[config.mk]
export PLATFORM = sky130hd
export DESIGN_NAME = ldar_top
export DESIGN_NICKNAME = d
export VERILOG_FILES = /design/src/hw/ldar_pkg.sv /design/src/hw/ldar_sync.sv /design/src/hw/ldar_spi.sv /design/src/hw/ldar_top.sv
export SDC_FILE = /design/constraint.sdc
export NUM_CORES = 1
export LEC_CHECK = 0
export ABC_AREA = 1
export BUFFER_PORTS_ARGS = -buffer_cell sky130_fd_sc_hd__buf_2
export CAP_MARGIN = 20
export CORE_AREA = 2 2 146 148
export DETAILED_ROUTE_END_ITERATION = 7
export DIE_AREA = 0 0 148 150
export HOLD_SLACK_MARGIN = 0.08
export PLACE_DENSITY = 0.78
export REMOVE_ABC_BUFFERS = 1
export SETUP_SLACK_MARGIN = 0.1
export SYNTH_ARGS = -nofsm -noshare
export SYNTH_HDL_FRONTEND = slang
export SYNTH_HIERARCHICAL = 1
export SYNTH_SLANG_ARGS = --single-unit
[constraint.sdc]
create_clock -name clock -period 18.2 [get_ports clock]
set_input_delay 1.82 -clock clock [delete_from_list [all_inputs] [get_ports clock]]
set_output_delay 1.82 -clock clock [all_outputs]
set_load 0.02 [all_outputs]
[src/hw/ldar_pkg.sv]
// Constants and types for the low-power, debounce and analog-mux register slice
package ldar_pkg;

  // Frame layout
  localparam int FRAME_BITS = 32;
  localparam int ADDR_MSB = 31;
  localparam int ADDR_LSB = 25;
  localparam int RW_BIT = 24;
  localparam int DATA_MSB = 23;
  localparam int FAULT_BIT = 23;
  localparam int CHANGE_BIT = 22;

  // Register addresses
  localparam logic [6:0] ADDR_SUPPLY_DEB = 7'h1A;
  localparam logic [6:0] ADDR_GROUND_DEB = 7'h1B;
  localparam logic [6:0] ADDR_ENTER_LP = 7'h1C;
  localparam logic [6:0] ADDR_ANALOG_MUX_OUTPUT = 7'h1D;

  // Field widths and positions
  localparam int SUPPLY_COUNT = 8;
  localparam int GROUND_COUNT = 14;
  localparam int INPUT_COUNT = 22;
  localparam int ANALOG_MUX_OUTPUT_SOURCES = 24;
  localparam int ANALOG_MUX_OUTPUT_CUR_BIT = 6;
  localparam int ANALOG_MUX_OUTPUT_SEL_MSB = 5;

  // Reset values
  localparam logic [7:0] SUPPLY_DEB_RESET = 8'h00;
  localparam logic [13:0] GROUND_DEB_RESET = 14'h0000;
  localparam logic [5:0] ANALOG_MUX_OUTPUT_SEL_RESET = 6'h00;
  localparam logic ANALOG_MUX_OUTPUT_CUR_RESET = 1'b0;
  localparam logic [7:0] RESP_HEAD = 8'h00;

  // Channel select codes
  localparam logic [5:0] ANALOG_MUX_OUTPUT_CODE_NONE = 6'h00;
  localparam logic [5:0] ANALOG_MUX_OUTPUT_CODE_LAST_INPUT = 6'h16;
  localparam logic [5:0] ANALOG_MUX_OUTPUT_CODE_TEMP = 6'h17;
  localparam logic [5:0] ANALOG_MUX_OUTPUT_CODE_BATT = 6'h18;

  // Timing
  localparam int CLOCK_NS = 100;
  localparam int DEBOUNCE_US = 1200;
  localparam int DEBOUNCE_CYCLES = (DEBOUNCE_US * 1000 + CLOCK_NS - 1) / CLOCK_NS;
  localparam int POLL_BASE_US = 100;
  localparam int POLL_BASE_CYCLES = (POLL_BASE_US * 1000 + CLOCK_NS - 1) / CLOCK_NS;
  localparam int POLL_PERIOD_US = 20000;
  localparam int POLL_PERIOD_CYCLES = (POLL_PERIOD_US * 1000 + CLOCK_NS - 1) / CLOCK_NS;
  localparam int TIMER_BITS = 24;

  typedef enum logic [3:0] {
    ST_NORMAL = 4'h1,
    ST_LP_WAIT = 4'h2,
    ST_LP_BASE = 4'h4,
    ST_LP_DEB = 4'h8
  } ldar_state_t;

endpackage : ldar_pkg

[src/hw/ldar_sync.sv]
// Two-flop synchroniser for pin-level inputs
`timescale 1ns/1ps
module ldar_sync #(
  parameter int WIDTH = 1,
  parameter logic [WIDTH-1:0] RESET_VALUE = '0
) (
  // Clock and reset
  input wire logic clock,
  input wire logic rstn,
  // Data
  input wire logic [WIDTH-1:0] async_in,
  output logic [WIDTH-1:0] sync_out
);

  logic [WIDTH-1:0] stage1;

  always_ff @(posedge clock or negedge rstn) begin
    if (!rstn) begin
      stage1 <= RESET_VALUE;
      sync_out <= RESET_VALUE;
    end else begin
      stage1 <= async_in;
      sync_out <= stage1;
    end
  end

endmodule : ldar_sync

[src/hw/ldar_spi.sv]
// Serial frame shifter: 32-bit frames, data in on clock rise, out on fall
`timescale 1ns/1ps
module ldar_spi (
  // Clock and reset
  input wire logic clock,
  input wire logic rstn,
  // Synchronised pins
  input wire logic sclk,
  input wire logic cs_n,
  input wire logic mosi,
  output logic miso_out,
  // Frame side
  input wire logic [31:0] tx_word,
  output logic [31:0] frame,
  output logic frame_valid,
  output logic cs_fall
);

  logic sclk_d;
  logic cs_n_d;
  logic [31:0] rx;
  logic [31:0] tx;
  logic [5:0] bits;

  wire sclk_rise = sclk & ~sclk_d;
  wire sclk_fall = ~sclk & sclk_d;
  wire cs_rise = cs_n & ~cs_n_d;
  wire full = (bits == 6'h20);

  assign cs_fall = ~cs_n & cs_n_d;
  assign miso_out = tx[31];

  always_ff @(posedge clock or negedge rstn) begin
    if (!rstn) begin
      sclk_d <= 1'b0;
      cs_n_d <= 1'b1;
      rx <= 32'h0000_0000;
      tx <= 32'h0000_0000;
      bits <= 6'h00;
      frame <= 32'h0000_0000;
      frame_valid <= 1'b0;
    end else begin
      sclk_d <= sclk;
      cs_n_d <= cs_n;
      frame_valid <= 1'b0;
      if (cs_fall) begin
        tx <= tx_word;
        bits <= 6'h00;
      end else if (!cs_n && sclk_rise) begin
        rx <= {rx[30:0], mosi};
        // Saturate so an overlong frame stays invalid
        if (bits != 6'h21) begin
          bits <= bits + 6'h01;
        end
      end else if (!cs_n && sclk_fall) begin
        tx <= {tx[30:0], 1'b0};
      end
      // Only exactly 32 clocks make a frame
      if (cs_rise && full) begin
        frame <= rx;
        frame_valid <= 1'b1;
      end
    end
  end

endmodule : ldar_spi

[src/hw/ldar_top.sv]
// Debounce, low-power command and analog-mux register slice with serial port
`timescale 1ns/1ps

// How it works
// - Frame: address bits 31..25, read/write bit 24, data bits 23..0.
// - Debounce bit clear: decide change by voltage difference at poll end.
// - Debounce bit set: keep polling current 1.2 ms more, judge final level.
// - Supply debounce register 0x1A, bits 7..0, read/write, resets zero.
// - Ground debounce register 0x1B, bits 13..0, read/write, resets zero.
// - Only the low-power command enters the low-power state.
// - Low-power command: address 0x1C, write bit set, all data zero.
// - After the command, enter low power and start configured polling.
// - Leaving low power keeps every configuration register unchanged.
// - First transaction after low power returns both flags set and live inputs.
// - Channel select routes one of 24 sources to the analog output.
// - The selected input reads as 0 in the next returned word.
// - Host may rewrite analog select any time in normal operation.
// - After reset the channel select chooses no input.
// - Analog register 0x1D: current select bit 6, channel bits 5..0.
// - Current select lets wetting current flow into the selected input.
// - Current select 0 leaves the input high impedance, 1 sources current.
// - Code 0 none, 1-14 ground, 15-22 supply, 23 temperature, 24 battery.
// - Returned words carry fault summary in bit 23, change flag in 22.
module ldar_top #(
  parameter int DEBOUNCE_TICKS = ldar_pkg::DEBOUNCE_CYCLES,
  parameter int POLL_PERIOD_TICKS = ldar_pkg::POLL_PERIOD_CYCLES
) (
  // Clock and reset
  input wire logic clock,
  input wire logic rstn,
  // Serial port pins
  input wire logic sclk,
  input wire logic cs_n,
  input wire logic mosi,
  output logic miso_out,
  output logic miso_drive_n,
  // Front end state, same clock
  input wire logic [21:0] switch_status,
  input wire logic [21:0] switch_changed,
  input wire logic fault_summary,
  input wire logic change_flag,
  input wire logic poll_enable,
  // Low-power polling controls
  output logic low_power_state,
  output logic [21:0] poll_current_en,
  output logic [21:0] diff_decide_strobe,
  output logic [21:0] final_sample_strobe,
  // Analog multiplexer
  output logic [23:0] analog_mux_output_route_en,
  output logic [21:0] analog_mux_output_wet_en,
  output logic analog_mux_output_source_current_sel,
  output logic [5:0] analog_mux_output_channel_sel,
  // Debounce enables
  output logic [7:0] supply_input_wake_debounce,
  output logic [13:0] ground_input_wake_debounce
);

  // Code to one-hot source, codes outside 1..24 select nothing
  function automatic logic [23:0] analog_mux_output_onehot(input logic [5:0] code);
    logic [23:0] hot;
    hot = 24'h000000;
    for (int i = 0; i < ldar_pkg::ANALOG_MUX_OUTPUT_SOURCES; i++) begin
      if (code == 6'(i + 1)) begin
        hot[i] = 1'b1;
      end
    end
    return hot;
  endfunction : analog_mux_output_onehot

  logic rst_meta;
  logic rst_sync_n;
  logic sclk_s;
  logic cs_n_s;
  logic mosi_s;
  logic [31:0] frame;
  logic frame_valid;
  logic cs_fall;
  logic [31:0] response_word;
  logic [31:0] next_response;
  ldar_pkg::ldar_state_t state;
  ldar_pkg::ldar_state_t next_state;
  logic [ldar_pkg::TIMER_BITS-1:0] timer;
  logic lp_exit;
  logic wake_hold;
  logic [31:0] tx_load;

  // Reset release through two flops
  always_ff @(posedge clock or negedge rstn) begin
    if (!rstn) begin
      rst_meta <= 1'b0;
      rst_sync_n <= 1'b0;
    end else begin
      rst_meta <= 1'b1;
      rst_sync_n <= rst_meta;
    end
  end

  ldar_sync #(
    .WIDTH(3),
    .RESET_VALUE(3'h2)
  ) u_pin_sync (
    .clock(clock),
    .rstn(rst_sync_n),
    .async_in({sclk, cs_n, mosi}),
    .sync_out({sclk_s, cs_n_s, mosi_s})
  );

  ldar_spi u_spi (
    .clock(clock),
    .rstn(rst_sync_n),
    .sclk(sclk_s),
    .cs_n(cs_n_s),
    .mosi(mosi_s),
    .miso_out(miso_out),
    .tx_word(tx_load),
    .frame(frame),
    .frame_valid(frame_valid),
    .cs_fall(cs_fall)
  );

  // Output released while deselected
  assign miso_drive_n = cs_n_s;

  // Frame fields
  wire [6:0] frame_addr = frame[ldar_pkg::ADDR_MSB:ldar_pkg::ADDR_LSB];
  wire frame_write = frame[ldar_pkg::RW_BIT];
  wire [23:0] frame_data = frame[ldar_pkg::DATA_MSB:0];
  wire in_normal = (state == ldar_pkg::ST_NORMAL);
  wire take = frame_valid & in_normal;

  wire hit_supply = (frame_addr == ldar_pkg::ADDR_SUPPLY_DEB);
  wire hit_ground = (frame_addr == ldar_pkg::ADDR_GROUND_DEB);
  wire hit_lp = (frame_addr == ldar_pkg::ADDR_ENTER_LP);
  wire hit_analog_mux_output = (frame_addr == ldar_pkg::ADDR_ANALOG_MUX_OUTPUT);
  wire wr_supply = take & frame_write & hit_supply;
  wire wr_ground = take & frame_write & hit_ground;
  wire wr_analog_mux_output = take & frame_write & hit_analog_mux_output;
  // A malformed command with nonzero data is ignored
  wire lp_cmd = take & frame_write & hit_lp & (frame_data == 24'h000000);

  // Configuration registers; low power never touches them
  always_ff @(posedge clock or negedge rst_sync_n) begin
    if (!rst_sync_n) begin
      supply_input_wake_debounce <= ldar_pkg::SUPPLY_DEB_RESET;
      ground_input_wake_debounce <= ldar_pkg::GROUND_DEB_RESET;
      analog_mux_output_source_current_sel <= ldar_pkg::ANALOG_MUX_OUTPUT_CUR_RESET;
      analog_mux_output_channel_sel <= ldar_pkg::ANALOG_MUX_OUTPUT_SEL_RESET;
    end else begin
      if (wr_supply) begin
        supply_input_wake_debounce <= frame_data[ldar_pkg::SUPPLY_COUNT-1:0];
      end
      if (wr_ground) begin
        ground_input_wake_debounce <= frame_data[ldar_pkg::GROUND_COUNT-1:0];
      end
      if (wr_analog_mux_output) begin
        analog_mux_output_source_current_sel <= frame_data[ldar_pkg::ANALOG_MUX_OUTPUT_CUR_BIT];
        analog_mux_output_channel_sel <= frame_data[ldar_pkg::ANALOG_MUX_OUTPUT_SEL_MSB:0];
      end
    end
  end

  // Analog routing
  assign analog_mux_output_route_en = analog_mux_output_onehot(analog_mux_output_channel_sel);
  // Only switch inputs take wetting current, not temperature or battery
  assign analog_mux_output_wet_en = analog_mux_output_source_current_sel ? analog_mux_output_route_en[21:0] : 22'h000000;

  // Selected input reads as open
  wire [21:0] status_masked = switch_status & ~analog_mux_output_route_en[21:0];

  // Debounce mask in status bit order: ground low, supply high
  wire [21:0] deb_mask = {supply_input_wake_debounce, ground_input_wake_debounce};

  // Register read data, unused bits zero
  wire [21:0] reg_data =
    hit_supply ? {14'h0000, supply_input_wake_debounce} :
    hit_ground ? {8'h00, ground_input_wake_debounce} :
    hit_analog_mux_output ? {15'h0000, analog_mux_output_source_current_sel, analog_mux_output_channel_sel} :
    22'h000000;

  wire reg_hit = hit_supply | hit_ground | hit_analog_mux_output;
  wire [21:0] resp_body = reg_hit ? reg_data : status_masked;

  // Poll sequencing
  wire poll_due = poll_enable && (timer == ldar_pkg::TIMER_BITS'(POLL_PERIOD_TICKS - 1));
  wire base_done = (timer == ldar_pkg::TIMER_BITS'(ldar_pkg::POLL_BASE_CYCLES - 1));
  wire deb_done = (timer == ldar_pkg::TIMER_BITS'(DEBOUNCE_TICKS - 1));
  wire diff_hit = |(switch_changed & ~deb_mask);
  wire final_hit = |(switch_changed & deb_mask);
  wire any_deb = |deb_mask;

  always_comb begin
    next_state = state;
    lp_exit = 1'b0;
    case (state)
      ldar_pkg::ST_NORMAL: begin
        if (lp_cmd) begin
          next_state = ldar_pkg::ST_LP_WAIT;
        end
      end
      ldar_pkg::ST_LP_WAIT: begin
        if (cs_fall) begin
          lp_exit = 1'b1;
        end else if (poll_due) begin
          next_state = ldar_pkg::ST_LP_BASE;
        end
      end
      ldar_pkg::ST_LP_BASE: begin
        if (cs_fall || (base_done && diff_hit)) begin
          lp_exit = 1'b1;
        end else if (base_done) begin
          next_state = any_deb ? ldar_pkg::ST_LP_DEB : ldar_pkg::ST_LP_WAIT;
        end
      end
      ldar_pkg::ST_LP_DEB: begin
        if (cs_fall || (deb_done && final_hit)) begin
          lp_exit = 1'b1;
        end else if (deb_done) begin
          next_state = ldar_pkg::ST_LP_WAIT;
        end
      end
      default: begin
        next_state = ldar_pkg::ST_NORMAL;
      end
    endcase
    if (lp_exit) begin
      next_state = ldar_pkg::ST_NORMAL;
    end
  end

  always_ff @(posedge clock or negedge rst_sync_n) begin
    if (!rst_sync_n) begin
      state <= ldar_pkg::ST_NORMAL;
      timer <= '0;
    end else begin
      state <= next_state;
      // Timer restarts on every state change
      if (next_state != state) begin
        timer <= '0;
      end else if (state != ldar_pkg::ST_NORMAL) begin
        timer <= timer + ldar_pkg::TIMER_BITS'(1);
      end
    end
  end

  assign low_power_state = ~in_normal;

  // Base phase sources current on all inputs, extension only on debounced ones
  assign poll_current_en = (state == ldar_pkg::ST_LP_BASE) ? 22'h3FFFFF :
    (state == ldar_pkg::ST_LP_DEB) ? deb_mask : 22'h000000;
  assign diff_decide_strobe = ((state == ldar_pkg::ST_LP_BASE) && base_done) ? ~deb_mask : 22'h000000;
  assign final_sample_strobe = ((state == ldar_pkg::ST_LP_DEB) && deb_done) ? deb_mask : 22'h000000;

  // Response for the next frame
  always_comb begin
    next_response = response_word;
    if (lp_exit) begin
      // Wake word: both flags forced, live inputs
      next_response = {ldar_pkg::RESP_HEAD, 1'b1, 1'b1, status_masked};
    end else if (take) begin
      next_response = {ldar_pkg::RESP_HEAD, fault_summary, change_flag, resp_body};
    end else if (in_normal && cs_n_s && !wake_hold) begin
      // Idle: keep flags fresh for the next read, and status too unless the last frame addressed a register, read or write
      if (!reg_hit) begin
        next_response = {ldar_pkg::RESP_HEAD, fault_summary, change_flag, status_masked};
      end else begin
        next_response[ldar_pkg::FAULT_BIT] = fault_summary;
        next_response[ldar_pkg::CHANGE_BIT] = change_flag;
      end
    end
  end

  always_ff @(posedge clock or negedge rst_sync_n) begin
    if (!rst_sync_n) begin
      response_word <= 32'h0000_0000;
    end else begin
      response_word <= next_response;
    end
  end

  // A waking frame loads the wake word directly, the stale word never leaves
  assign tx_load = lp_exit ? next_response : response_word;

  // Poll exit freezes the wake word against idle refresh until a frame loads it
  always_ff @(posedge clock or negedge rst_sync_n) begin
    if (!rst_sync_n) begin
      wake_hold <= 1'b0;
    end else if (lp_exit && !cs_fall) begin
      wake_hold <= 1'b1;
    end else if (cs_fall) begin
      wake_hold <= 1'b0;
    end
  end

endmodule : ldar_top

Word level (Yosys, flattened, before mapping)
Index checks and enable logic that the tools add are counted.
Storage, ports and cells
  output and inout port bits: 144
  flip-flop bits (word level): 203
  logic and storage cells: 177
Operators by class
  add/sub/neg operators: 2
  reductions and logical operators: 28
  bitwise gates (word level): 24
  eq/ne operators: 40
  mux-type cells: 64
Operator list (count)
  two-way mux 32 bit: 7
  two-way mux 22 bit: 7
  AND 22 bit: 3
  OR reduction 22 bit: 3
  equality test 6 x 5 -> 1 bit (second input constant): 9
  equality test 6 x 4 -> 1 bit (second input constant): 8
  two-way mux 24 bit: 2
  NOT 22 bit: 2
  two-way mux 4 bit: 9
  two-way mux 1 bit: 30
  equality test 7 x 5 -> 1 bit (second input constant): 4
  two-way mux 14 bit: 2
  adder 24 x 1 -> 24 bit (second input constant): 1
  equality test 24 x 10 -> 1 bit (second input constant): 1
  equality test 24 x 14 -> 1 bit (second input constant): 1
  equality test 24 x 18 -> 1 bit (second input constant): 1
  equality test 6 x 3 -> 1 bit (second input constant): 4
  zero test 24 bit: 1
  two-way mux 6 bit: 3
  case mux 4 bit (4 select lines): 1
  equality test 6 x 2 -> 1 bit (second input constant): 2
  AND 1 bit: 11
  logical AND 1 bit: 11
  nonzero test 2 bit: 5
  other kinds (19): 30

Depth between registers and ports, before layout
Gate-level depths: netlist (run 1).
  word-level depth: 10
  mapped depth: 20

Cells and area by module
Netlist (run 1), hierarchy kept.
By module, submodules not included
  ldar_top: times used 1, area an instance 6608.8 um2, cells each 999
  ldar_spi: times used 1, area an instance 4394.2 um2, cells each 477
  ldar_sync: times used 1, area an instance 152.6 um2, cells each 6

Worst setup path before layout (run 1)
OpenSTA, ideal clock, no wires.
  path kind: reg2out
  start point: reg timer[1] (netlist name)
  end point: out final_sample_strobe[10]
  required time: 16.380 ns
  stages on the path, launching flop included: 11
  buffers on the path: 1
  data arrival time: 1.782 ns
  setup slack: 14.598 ns
  cells stage by stage: dfrtp_1 > ha_1 > nand2_2 > inv_2 > nand2_2 > nor2_2 > nand2_1 > nor2_4 > inv_1 > clkbuf_1 > nor3_1
On the way
  word-level cells in the longest chain between the ends: 3
Ends and longest elaborated chain
  start, declared: RTL line ldar_top.sv:82  | logic [ldar_pkg::TIMER_BITS-1:0] timer;
  start signal, assigned: RTL line ldar_top.sv:240  | timer <= timer + ldar_pkg::TIMER_BITS'(1);
  equality test 24 x 14 -> 1 bit: RTL line ldar_top.sv:186  | wire deb_done = (timer == ldar_pkg::TIMER_BITS'(DEBOUNCE_TICKS - 1));
  logical AND 1 bit: RTL line ldar_top.sv:251  | assign final_sample_strobe = ((state == ldar_pkg::ST_LP_DEB) && deb_done) ? deb_mask : 22'h000000;
  two-way mux 22 bit: RTL line ldar_top.sv:251
  end, declared: RTL line ldar_top.sv:47  | output logic [21:0] final_sample_strobe,
No other way between the ends.

Worst setup path in the final report (run 1)
  start point: reg timer[1] (netlist name)
  end point: out final_sample_strobe[20]
The elaborated chain is that of the path after synthesis.

==> results of run 1 <==
==> cell families after synthesis <==
group | share of synthesized area (%)
simple gates | 30.75
fa+ha+maj | 0.4486
buf+inv | 9.780
compound gates | 11.90
flops | 45.58
xor+xnor | 1.413
mux | 0.08973
other cells | 0.03362
==> layout by cell type (no fill, tap or decap), drive strengths merged, types with 5 or more instances in the layout <==
cell type / n
o21ai: 171
nand2: 410
o22ai: 28
dfrtp: 199
nand4: 18
nand3: 75
a22oi: 5
inv: 200
a21oi: 16
clkinv: 5
xor2: 14
nor2: 174
clkbuf: 31
or2: 6
buf: 199
nor3: 80
==> Yosys cell counts (21+ instances only) <==
cell type and number:
nor2_1 161, o21ai_0 129, dfrtp_1 199, nor3_2 21, nand2_1 390, inv_2 40
nor3_1 59, nand3_1 72, o21ai_2 24, o22ai_1 28, clkbuf_1 21, inv_1 159
==> report_power, final <==
| part | switching [mW] | internal (mW) |
|---|---|---|
| logic | 0.0424 | 0.0235 |
| clock network | 0.180 | 0.271 |
| registers | 0.0170 | 0.472 |
| total | 0.239 | 0.767 |
==> cell type report <==
cell class | instances | area [um2] | share of cell area (%)
Timing Repair Buffer | 199 | 1006 | 7.799
Inverter | 201 | 757.0 | 5.869
Clock inverter | 8 | 128.9 | 0.9991
Sequential cell | 203 | 5089 | 39.45
Tap cell | 275 | 344.1 | 2.668
Multi-Input combinational cell | 1021 | 4980 | 38.61
Clock buffer | 31 | 594.3 | 4.608
==> through the flow <==
stage	instance area (um2)	util [%]	cells
floorplan	10820	-	1425
global placement	12180	58.85	1899
detailed placement	12180	58.85	1899
CTS	12900	62.34	1938
global route	12900	62.34	1938
finish	12900	62.34	1938
==> registers in the layout (all words and copies together), names as in the netlist <==
signal / cells
u_spi/tx: 32
wake_hold: 1
u_spi/bits: 6
u_spi/cs_n_d: 1
timer: 24
rst_meta: 1
supply_input_wake_debounce: 8
analog_mux_output_source_current_sel: 1
ground_input_wake_debounce: 14
u_spi/frame: 32
u_pin_sync/stage1: 3
u_spi/rx: 32
response_word: 32
state: 4
u_pin_sync/sync_out: 3
u_spi/sclk_d: 1
analog_mux_output_channel_sel: 6
rst_sync_n: 1
u_spi/frame_valid: 1
==> how the worst min path moves through the flow <==
stage / from / to / cells after the start
2_1_floorplan: rst_meta$_DFF_PN0_ / rst_sync_n$_DFF_PN0_ / 0
3_3_place_gp: u_pin_sync/stage1[0]$_DFF_PN0_ / u_pin_sync/sync_out[0]$_DFF_PN0_ / 0
3_5_place_dp: rst_meta$_DFF_PN0_ / rst_sync_n$_DFF_PN0_ / 0
4_1_cts: rst_meta$_DFF_PN0_ / rst_sync_n$_DFF_PN0_ / 0
5_1_grt: u_pin_sync/stage1[0]$_DFF_PN0_ / u_pin_sync/sync_out[0]$_DFF_PN0_ / 0
6_report: rst_meta$_DFF_PN0_ / rst_sync_n$_DFF_PN0_ / 0
==> worst max-delay path: cells and delay by family (launching register included) <==
kind | cells | cell delay (ns)
buf+inv | 3 | 0.70
flops | 1 | 0.37
simple gates | 6 | 1.01
fa+ha+maj | 1 | 0.27
==> layer usage <==
layer,track usage (%),vias to the layer above,wire [um],share of wire (%)
met3,3.933,61,2645,8.2
met4,7.667,0,807,2.5
met1,41.20,4980,14020,44
met5,0,-,0,0
met2,45.90,475,14650,46
li1,-,5067,-,-
==> impl_metrics.env, run 1 <==
export IMPL_synth_seq_area_share_pct=45.58
export IMPL_start_util_pct=53.92
export IMPL_grt_use_total_pct=28.63
export IMPL_clk_latency_ns=0.52
export IMPL_path_clk_slew_ns=0.06
export IMPL_drive_above_1_share_pct=21.89
export IMPL_tns_ns=0
export IMPL_place_gp_congestion=0.9147
export IMPL_grt_max_degree=74
export IMPL_leakagePower_nw=6.579
export IMPL_cts_repair_resized=0
export IMPL_syn_area_per_cell_um2=7.527
export IMPL_drt_iter0_drc=1099
export IMPL_final_hold_violation_count=0
export IMPL_wl_per_cell_um=16.58
export IMPL_worstHoldPathType="reg2reg"
export IMPL_cp_required_ns=16.38
export IMPL_ir_worst_vdd_mv=0.05588
export IMPL_crit_type="reg2out"
export IMPL_critical_path_cell_chain="ha_1, nand2_2, inv_2, nand2_2, nor2_2, nand2_1, nor2_4, inv_1, nor3_1, buf_2"
export IMPL_end_kind="primary output"
export IMPL_cp_start_kind="flop"
export IMPL_ff2ff_setup_slack_ns=14.89
export IMPL_dieArea_um2=22200
export IMPL_htreeDepth=1
export IMPL_synthCells=1482
export IMPL_core_um2=20690
export IMPL_overflow=0
export IMPL_drv_slew=0
export IMPL_routed_wl_um=32120
export IMPL_pre_cts_ws_ns=13.80
export IMPL_cap_violations=0
export IMPL_syn_cell_area_um2=11160
export IMPL_synth_top_area_share_pct=44.64
export IMPL_max_stage_delay_ns=0.45
export IMPL_fin_crit_ns=4.662
export IMPL_ys_warn_count=6
export IMPL_cts_num_sinks=203
export IMPL_crit_fanout=22
export IMPL_drt_pass1_iter_count=5
export IMPL_grt_pass1_wl_um=50430
export IMPL_vias=10580
export IMPL_layout_setup_ws_ns=13.54
export IMPL_dieHeight_um=150
export IMPL_setup_worst_path_start="timer[1]$_DFFE_PN0P_"
export IMPL_cpMostUsedCell="nand2_2"
export IMPL_r2r_start="u_pin_sync/sync_out[1]$_DFF_PN1_"
export IMPL_finalSetupViolations=0
export IMPL_arrival_ns=2.84
export IMPL_n_fill_cell=1905
export IMPL_synth_enable_flop_cells=0
export IMPL_via_per_inst=5.461
export IMPL_clock_root_buffer="clkbuf_16"
export IMPL_power_density_nw_per_um2=77.98
export IMPL_layout_nets=1704
export IMPL_fin_skew_ns=0.03504
export IMPL_yosys_area_top_type="dfrtp_1"
export IMPL_slew_headroom_pct=33.36
export IMPL_total_power_mw=1.006
export IMPL_num_io_pins=196
export IMPL_ys_types=48
export IMPL_die_x_um=148
export IMPL_max_clock_freq_mhz=214.5
export IMPL_outcome="complete, no violations"
export IMPL_finalCritPeriodShare_pct=25.62
export IMPL_areaGrowthSynthToFinish_pct=15.62
export IMPL_antenna_cells=0
export IMPL_detail_route_antenna_nets=0
export IMPL_netlist_top_cells_area="dfrtp_1 (45%), nand2_1 (13%), o21ai_0 (5.8%), nor2_1 (5.4%), inv_1 (5.3%)"
export IMPL_post_route_drc_count=0
export IMPL_antenna_found_initial=0
export IMPL_r2r_end="timer[2]$_DFFE_PN0P_"
export IMPL_async_flop_share_pct=100.0
export IMPL_portBuffers=195
export IMPL_synth_seq_cells=203
export IMPL_worst_pin_slew_ns=0.9960
export IMPL_crit_slowest_cell="nor3_1"
export IMPL_dp_final_hpwl_um=23300
export IMPL_rows=53
export IMPL_rsz0062_at_grt="false"
export IMPL_holdBufCountCts=0
export IMPL_cts_tree="built"
export IMPL_worst_hold_slack_ns=0.3456
export IMPL_cts_buffers_inserted=22
export IMPL_grt_pass1_vias=9577
export IMPL_endpoint="final_sample_strobe[20]"
export IMPL_postCtsSetupRepairBufs=0
export IMPL_synth_top_flop_cell="dfrtp_1"
export IMPL_r2r_cells=12
export IMPL_cts_path_max_buffers=3
No activity file was read; power rests on OpenSTA's default activity.
==> inputs of run 2 (changes only) <==
--- a/config.mk
+++ b/config.mk
@@ -5,14 +5,14 @@
 export SDC_FILE = /design/constraint.sdc
 export NUM_CORES = 1
 export LEC_CHECK = 0
-export ABC_AREA = 1
+export ABC_AREA = 0
 export BUFFER_PORTS_ARGS = -buffer_cell sky130_fd_sc_hd__buf_2
 export CAP_MARGIN = 20
-export CORE_AREA = 2 2 146 148
+export CORE_AREA = 2 2 149 151
 export DETAILED_ROUTE_END_ITERATION = 7
-export DIE_AREA = 0 0 148 150
+export DIE_AREA = 0 0 151 153
 export HOLD_SLACK_MARGIN = 0.08
-export PLACE_DENSITY = 0.78
+export PLACE_DENSITY = 0.76
 export REMOVE_ABC_BUFFERS = 1
 export SETUP_SLACK_MARGIN = 0.1
 export SYNTH_ARGS = -nofsm -noshare
==> constraint.sdc (replaced) <==
create_clock -name clock -period 4.2 [get_ports clock]
set_input_delay 0.42 -clock clock [delete_from_list [all_inputs] [get_ports clock]]
set_output_delay 0.42 -clock clock [all_outputs]
set_load 0.02 [all_outputs]
==> run 2 against run 1 <==
  * Non-clock buffer count is 25 higher
  * Clock power increased to 4.5 times the previous value
  * Flip-flop and latch count is the same
  * Die area rose by 4.1%
  * Worst hold slack got worse by 0.19 ns
  * Critical path depth increased by 3
  * Sequential share of layout area rose by 0.20 points
  * Setup slack worse by 13 ns
  * Synthesized area is 3.1% lower
==> impl_metrics.env, run 2 <==
export IMPL_finalCritPeriodShare_pct=80.54
export IMPL_n_fill_cell=1802
export IMPL_antenna_found_initial=0
export IMPL_grt_pass1_wl_um=48120
export IMPL_cts_path_max_buffers=3
export IMPL_wl_per_cell_um=20.39
export IMPL_ys_warn_count=6
export IMPL_arrival_ns=3.78
export IMPL_r2r_start="timer[0]$_DFFE_PN0P_"
export IMPL_synth_top_flop_cell="dfrtp_1"
export IMPL_leakagePower_nw=6.510
export IMPL_synthCells=1008
export IMPL_yosys_area_top_type="dfrtp_1"
export IMPL_detail_route_antenna_nets=0
export IMPL_worst_pin_slew_ns=1.049
export IMPL_end_kind="flop"
export IMPL_synth_top_area_share_pct=46.07
export IMPL_crit_slowest_cell="nor4_1"
export IMPL_r2r_cells=13
export IMPL_drt_pass1_iter_count=6
export IMPL_holdPathStages=3
export IMPL_grt_pass1_vias=8771
export IMPL_layout_nets=1246
export IMPL_overflow=0
export IMPL_cts_tree="built"
export IMPL_synth_most_common_cell="dfrtp_1"
export IMPL_htreeDepth=1
export IMPL_synth_seq_area_share_pct=47.04
export IMPL_cts_buffers_inserted=22
export IMPL_slew_headroom_pct=29.46
export IMPL_drt_iter0_drc=747
export IMPL_portBuffers=195
export IMPL_num_io_pins=196
export IMPL_dp_final_hpwl_um=20890
export IMPL_clock_root_buffer="clkbuf_16"
export IMPL_crit_fanout=52
export IMPL_ys_types=71
export IMPL_cts_num_sinks=203
export IMPL_vias=8708
export IMPL_synth_seq_cells=203
export IMPL_fin_crit_ns=3.383
export IMPL_die_x_um=151
export IMPL_grt_use_total_pct=25.99
export IMPL_r2r_end="u_spi/tx[1]$_DFFE_PN0P_"
export IMPL_critical_path_cell_chain="ha_1, nor4b_4, nand3_2, nor3_4, a21oi_1, nor4_1, nor2b_4, buf_12, buf_4, nand2_1, o21ai_0, mux2_2, mux2_2"
export IMPL_grt_max_degree=60
export IMPL_hold_path_end="response_word[23]$_DFF_PN0_"
export IMPL_post_route_drc_count=0
export IMPL_outcome="complete, no violations"
export IMPL_worstHoldPathType="in2reg"
export IMPL_cap_violations=0
export IMPL_drive_above_1_share_pct=38.51
export IMPL_total_power_mw=4.710
export IMPL_syn_area_per_cell_um2=10.72
export IMPL_max_clock_freq_mhz=295.6
export IMPL_finalSetupViolations=0
export IMPL_drv_slew=0
export IMPL_dieArea_um2=23100
export IMPL_final_hold_violation_count=0
export IMPL_cp_start_kind="flop"
export IMPL_ir_worst_vdd_mv=0.2549
export IMPL_synth_common_cells="dfrtp_1 (199), mux2_2 (152), nand2_1 (59), nor2_1 (59), and2_1 (48)"
export IMPL_fin_skew_ns=0.02089
export IMPL_power_density_nw_per_um2=367.0
export IMPL_rows=54
export IMPL_dieHeight_um=153
export IMPL_place_gp_congestion=0.9106
export IMPL_start_util_pct=50.31
export IMPL_ff2ff_setup_slack_ns=0.82
export IMPL_utilization_pct=59.74
export IMPL_path_clk_slew_ns=0.06
export IMPL_crit_type="reg2reg"
export IMPL_async_flop_share_pct=100.0
export IMPL_core_um2=21490
export IMPL_cpMostUsedCell="mux2_2"
export IMPL_layout_commonest_cell="dfrtp_1"
export IMPL_areaGrowthSynthToFinish_pct=18.74
export IMPL_netlist_top_cells_area="dfrtp_1 (46%), mux2_2 (16%), and2_1 (2.8%), nand2_1 (2.0%), nor2_1 (2.0%)"
export IMPL_max_stage_delay_ns=0.49
export IMPL_min_from="fault_summary"
export IMPL_synth_enable_flop_cells=0
export IMPL_cts_repair_resized=0
export IMPL_via_per_inst=5.864
export IMPL_final_cell_mix="dfrtp_1 (198), buf_2 (195), mux2_2 (152), nor2_1 (59), nand2_1 (59)"
export IMPL_rsz0062_at_grt="false"
export IMPL_cp_required_ns=4.60
export IMPL_routed_wl_um=30280
export IMPL_syn_cell_area_um2=10810
export IMPL_antenna_cells=0
export IMPL_clk_latency_ns=0.52
-- run 2: cell count changes after synthesis, moves of 24 or more --
cell,change
nand3_1,-50
nor3_1,-39
nor2_1,-102
mux2_2,+152
inv_1,-123
nand2_1,-331
o21ai_0,-89
and2_1,+48
a22oi_1,+24
inv_2,-39
-- run 2: kinds of logic (layout without fill, tap and decap cells) --
group	Yosys count	count (layout)	share of synthesized area (%)
simple gates	338	338	18.83
flops	203	203	47.04
compound gates	172	172	10.53
mux	161	161	16.74
buf+inv	104	301	4.329
xor+xnor	25	25	2.026
fa+ha+maj	4	4	0.4630
other cells	1	1	0.03469
-- run 2: repair_timing --
action,in CTS,in global routing
hold buffers,4,0
setup buffers,0,0
setup endpoints to repair,0,0
endpoints found under the hold margin,5,0
-- run 2: final cells by class --
class                   instances  area [um2]  area share [%]
multi-input cells             701        5274           41.09
flip-flops and latches        203        5089           39.65
repair buffers                224        1216           9.476
clock buffers                  33       671.9           5.235
well taps                     280       350.3           2.730
inverters                      38       142.6           1.111
clock inverters                 6       91.34          0.7116
-- run 2: worst max-delay path by stage --
| stage | from | end |
|---|---|---|
| global placement | u_pin_sync/sync_out[1]$_DFF_PN1_ | u_spi/tx[2]$_DFFE_PN0P_ |
| CTS | u_pin_sync/sync_out[1]$_DFF_PN1_ | u_spi/tx[1]$_DFFE_PN0P_ |
| floorplan | rst_sync_n$_DFF_PN0_ | analog_mux_output_channel_sel[0]$_DFFE_PN0P_ |
| finish | timer[0]$_DFFE_PN0P_ | u_spi/tx[1]$_DFFE_PN0P_ |
| global route | timer[0]$_DFFE_PN0P_ | u_spi/tx[1]$_DFFE_PN0P_ |
| detailed placement | u_pin_sync/sync_out[1]$_DFF_PN1_ | u_spi/tx[1]$_DFFE_PN0P_ |
-- run 2: per-stage QoR --
step / worst slack, ns / TNS, ns / cell area, um2 / hold WS [ns] / instances
floorplan: -1.869 / -416.96 / 10480 / 0.1244 / 942
global placement: 0.6379 / 0 / 12010 / 0.2062 / 1441
detailed placement: 0.5141 / 0 / 12010 / 0.2060 / 1441
CTS: 0.4840 / 0 / 12810 / 0.1457 / 1484
global route: 0.6707 / 0 / 12830 / 0.1418 / 1485
finish: 0.8172 / 0 / 12830 / 0.1517 / 1485
-- run 2: metal layers --
layer | vias to the layer above | wire [um] | track usage, %
met2 | 305 | 14590 | 41.75
met4 | 0 | 871 | 8.055
li1 | 3969 | - | -
met3 | 64 | 1780 | 3.582
met1 | 4370 | 13040 | 36.67
met5 | - | 0 | 0
-- run 2: critical path, delay by kind of cell, from the launching register on --
family                   cells  cell delay [ns]
multiplexers                 2             0.54
AO/OA/AOI/OAI                2             0.24
buffers and inverters        2             0.42
flip-flops                   1             0.41
AND/OR/NAND/NOR              6             1.40
adder cells (fa/ha/maj)      1             0.25
-- run 2: power breakdown --
part           internal [mW]  switching [mW]
registers               2.14           0.111
clock network           1.23           0.791
logic                  0.262           0.182
total                   3.63            1.08
==> inputs of run 3 (changes only) <==
--- a/config.mk
+++ b/config.mk
@@ -8,11 +8,11 @@
 export ABC_AREA = 0
 export BUFFER_PORTS_ARGS = -buffer_cell sky130_fd_sc_hd__buf_2
 export CAP_MARGIN = 20
-export CORE_AREA = 2 2 149 151
+export CORE_AREA = 2 2 144 146
 export DETAILED_ROUTE_END_ITERATION = 7
-export DIE_AREA = 0 0 151 153
+export DIE_AREA = 0 0 146 148
 export HOLD_SLACK_MARGIN = 0.08
-export PLACE_DENSITY = 0.76
+export PLACE_DENSITY = 0.78
 export REMOVE_ABC_BUFFERS = 1
 export SETUP_SLACK_MARGIN = 0.1
 export SYNTH_ARGS = -nofsm -noshare
==> constraint.sdc (replaced) <==
create_clock -name clock -period 3.43 [get_ports clock]
set_input_delay 0.343 -clock clock [delete_from_list [all_inputs] [get_ports clock]]
set_output_delay 0.343 -clock clock [all_outputs]
set_load 0.02 [all_outputs]
==> run 3 against run 2 <==
  * Clock-buffer cell count fell by 6
  * Cell count rose by 0.54%
  * Design area rose by 0.25%
  * Power rose by 15%
  * Via count rose by 0.29%
  * Global-route usage rose by 1.4 points
  * Clock skew fell by 0.014 ns
  * Critical endpoint is now u_spi/tx[18]$_DFFE_PN0P_
  * Largest cell class unchanged
  * Largest power group unchanged
==> impl_metrics.env, run 3 (synthesis results as in run 2) <==
export IMPL_outcome="complete, no violations"
export IMPL_vias=8733
export IMPL_rows=52
export IMPL_p_int_mw=4.115
export IMPL_clk_latency_ns=0.50
export IMPL_clock_root_buffer="clkbuf_16"
export IMPL_worstHoldPathType="in2reg"
export IMPL_ir_worst_vdd_mv=0.5408
export IMPL_drt_pass1_iter_count=8
export IMPL_critPathBufInv=3
export IMPL_rsz0062_at_grt="false"
export IMPL_cpMostUsedCell="mux2_2"
export IMPL_final_hold_violation_count=0
export IMPL_path_delay_family="simple AND/OR/NAND/NOR gates"
export IMPL_fin_skew_ns=0.006818
export IMPL_layout_commonest_cell="dfrtp_1"
export IMPL_drv_slew=0
export IMPL_leakagePower_nw=6.549
export IMPL_dieArea_um2=21610
export IMPL_utilization_pct=64.21
export IMPL_n_fill_cell=1633
export IMPL_core_um2=20040
export IMPL_crit_type="reg2reg"
export IMPL_r2r_cells=11
export IMPL_overflow=0
export IMPL_layout_nets=1263
export IMPL_crit_fanout=79
export IMPL_via_per_inst=5.849
export IMPL_slew_headroom_pct=48.21
export IMPL_routed_wl_um=30030
export IMPL_fin_crit_ns=3.135
export IMPL_finalCritPeriodShare_pct=91.39
export IMPL_cp_required_ns=3.81
export IMPL_max_clock_freq_mhz=319.0
export IMPL_holdPathStages=3
export IMPL_wl_met1_um=12240
export IMPL_p_clk_share_pct=39.2
export IMPL_cts_path_max_buffers=3
export IMPL_wl_met2_um=14640
export IMPL_start_util_pct=53.94
export IMPL_htreeDepth=1
export IMPL_arrival_ns=3.52
export IMPL_grt_max_degree=85
export IMPL_dp_final_hpwl_um=20910
export IMPL_dr_max_layer_used="met4"
export IMPL_final_cell_mix="dfrtp_1 (198), buf_2 (195), mux2_2 (152), nor2_1 (59), nand2_1 (59)"
export IMPL_p_comb_share_pct=10.0
export IMPL_power_density_nw_per_um2=421.8
export IMPL_path_clk_slew_ns=0.06
export IMPL_post_route_drc_count=0
export IMPL_power_switching_mw=1.313
export IMPL_fin_area_um2=12870
export IMPL_grt_pass1_vias=8660
export IMPL_finalSetupViolations=0
export IMPL_die_x_um=146
export IMPL_wl_per_cell_um=20.12
export IMPL_drive_above_1_share_pct=39.07
export IMPL_max_stage_delay_ns=0.59
export IMPL_place_gp_congestion=0.9221
export IMPL_drt_iter0_drc=669
export IMPL_cts_tree="built"
export IMPL_dr_wl_met3_um=2279
export IMPL_grt_pass1_wl_um=47310
export IMPL_sequentialPowerShare_pct=50.7
export IMPL_cts_buffers_inserted=21
export IMPL_placed_area_um2=12180
export IMPL_worst_pin_slew_ns=0.7687
export IMPL_cp_start_kind="flop"
export IMPL_swShare_pct=24.19
export IMPL_portBuffers=195
export IMPL_cap_violations=0
export IMPL_cp_depth=11
export IMPL_areaGrowthSynthToFinish_pct=19.04
export IMPL_ff2ff_setup_slack_ns=0.30
export IMPL_detail_route_antenna_nets=0
export IMPL_end_kind="flop"
export IMPL_crit_slowest_cell="dfstp_2"
export IMPL_grt_use_total_pct=27.36
export IMPL_critical_path_cell_chain="nand2b_1, inv_2, a2111oi_0, and3_1, nor4_1, buf_4, nor2b_4, buf_12, o21ai_0, mux2_2, mux2_2"
export IMPL_dieHeight_um=148
export IMPL_tns_ns=0
export IMPL_cts_num_sinks=203
export IMPL_antenna_found_initial=2
export IMPL_num_io_pins=196
-- run 3: cell types whose count changed in the layout (fill, tap and decap cells not counted), sizes merged --
cell | before | now
buf | 220 | 237
bufinv | 2 | 0
diode | 0 | 2
clkbuf | 33 | 27
clkinvlp | 0 | 3
dlygate4sd3 | 4 | 5
inv | 37 | 38
clkinv | 5 | 7
-- run 3: worst reg2reg max path, delay by kind of cell, from the launching register on --
kind                   cells  cell delay [ns]
buffers and inverters      3             0.54
AND/OR/NAND/NOR            4             0.79
flip-flops                 1             0.59
AO/OA/AOI/OAI              2             0.55
multiplexers               2             0.55
-- run 3: layout make-up --
class                      count  area, um2  share of cell area [%]
multi-input combinational    701       5273                   40.98
sequential                   203       5089                   39.55
timing repair buffer         242       1391                   10.81
clock buffer                  27      568.0                   4.415
tap                          270      337.8                   2.625
inverter                      38      142.6                   1.109
clock inverter                10      61.31                  0.4765
antenna                        2      5.005                 0.03890
-- run 3: power by group through the flow --
stage | logic, mW | clock network (mW) | registers (mW)
final | 0.544 | 2.13 | 2.75
after global routing | 0.603 | 2.25 | 2.78
after CTS | 0.547 | 2.16 | 2.75
after detailed placement | 0.535 | 0 | 2.80
after global placement | 0.510 | 0 | 2.79
after floorplan | 0.389 | 0 | 2.77
-- run 3: timing repair --
item / 4_1_cts / 5_1_grt
setup buffers: 0 / 0
endpoints found under the setup margin: 0 / 0
hold endpoints to repair: 6 / 0
hold buffers: 5 / 0
resized for setup: 0 / 0
-- run 3: layer usage --
layer	vias up	track usage [%]
met2	356	45.64
met1	4325	36.39
met3	61	5.370
li1	3991	-
met4	0	8.592
met5	-	0
-- run 3: path summary, 6_finish.rpt --
check / from / endpoint
max: u_pin_sync/sync_out[1]$_DFF_PN1_ / u_spi/tx[18]$_DFFE_PN0P_
min: fault_summary / response_word[23]$_DFF_PN0_
max reg2reg: u_pin_sync/sync_out[1]$_DFF_PN1_ / u_spi/tx[18]$_DFFE_PN0P_
min reg2reg: u_pin_sync/stage1[0]$_DFF_PN0_ / u_pin_sync/sync_out[0]$_DFF_PN0_
max in group asynchronous: rst_sync_n$_DFF_PN0_ / u_pin_sync/stage1[1]$_DFF_PN1_
min in group asynchronous: rstn / rst_sync_n$_DFF_PN0_
-- run 3: per-stage QoR --
stage	total power [mW]	hold slack (ns)	setup WS [ns]	cells
floorplan	3.161	0.04741	-2.639	942
global placement	3.296	0.1329	0.5106	1449
detailed placement	3.330	0.1360	0.3934	1449
CTS	5.463	0.08276	0.3362	1491
global route	5.634	0.09826	0.1639	1493
finish	5.428	0.09439	0.2953	1493
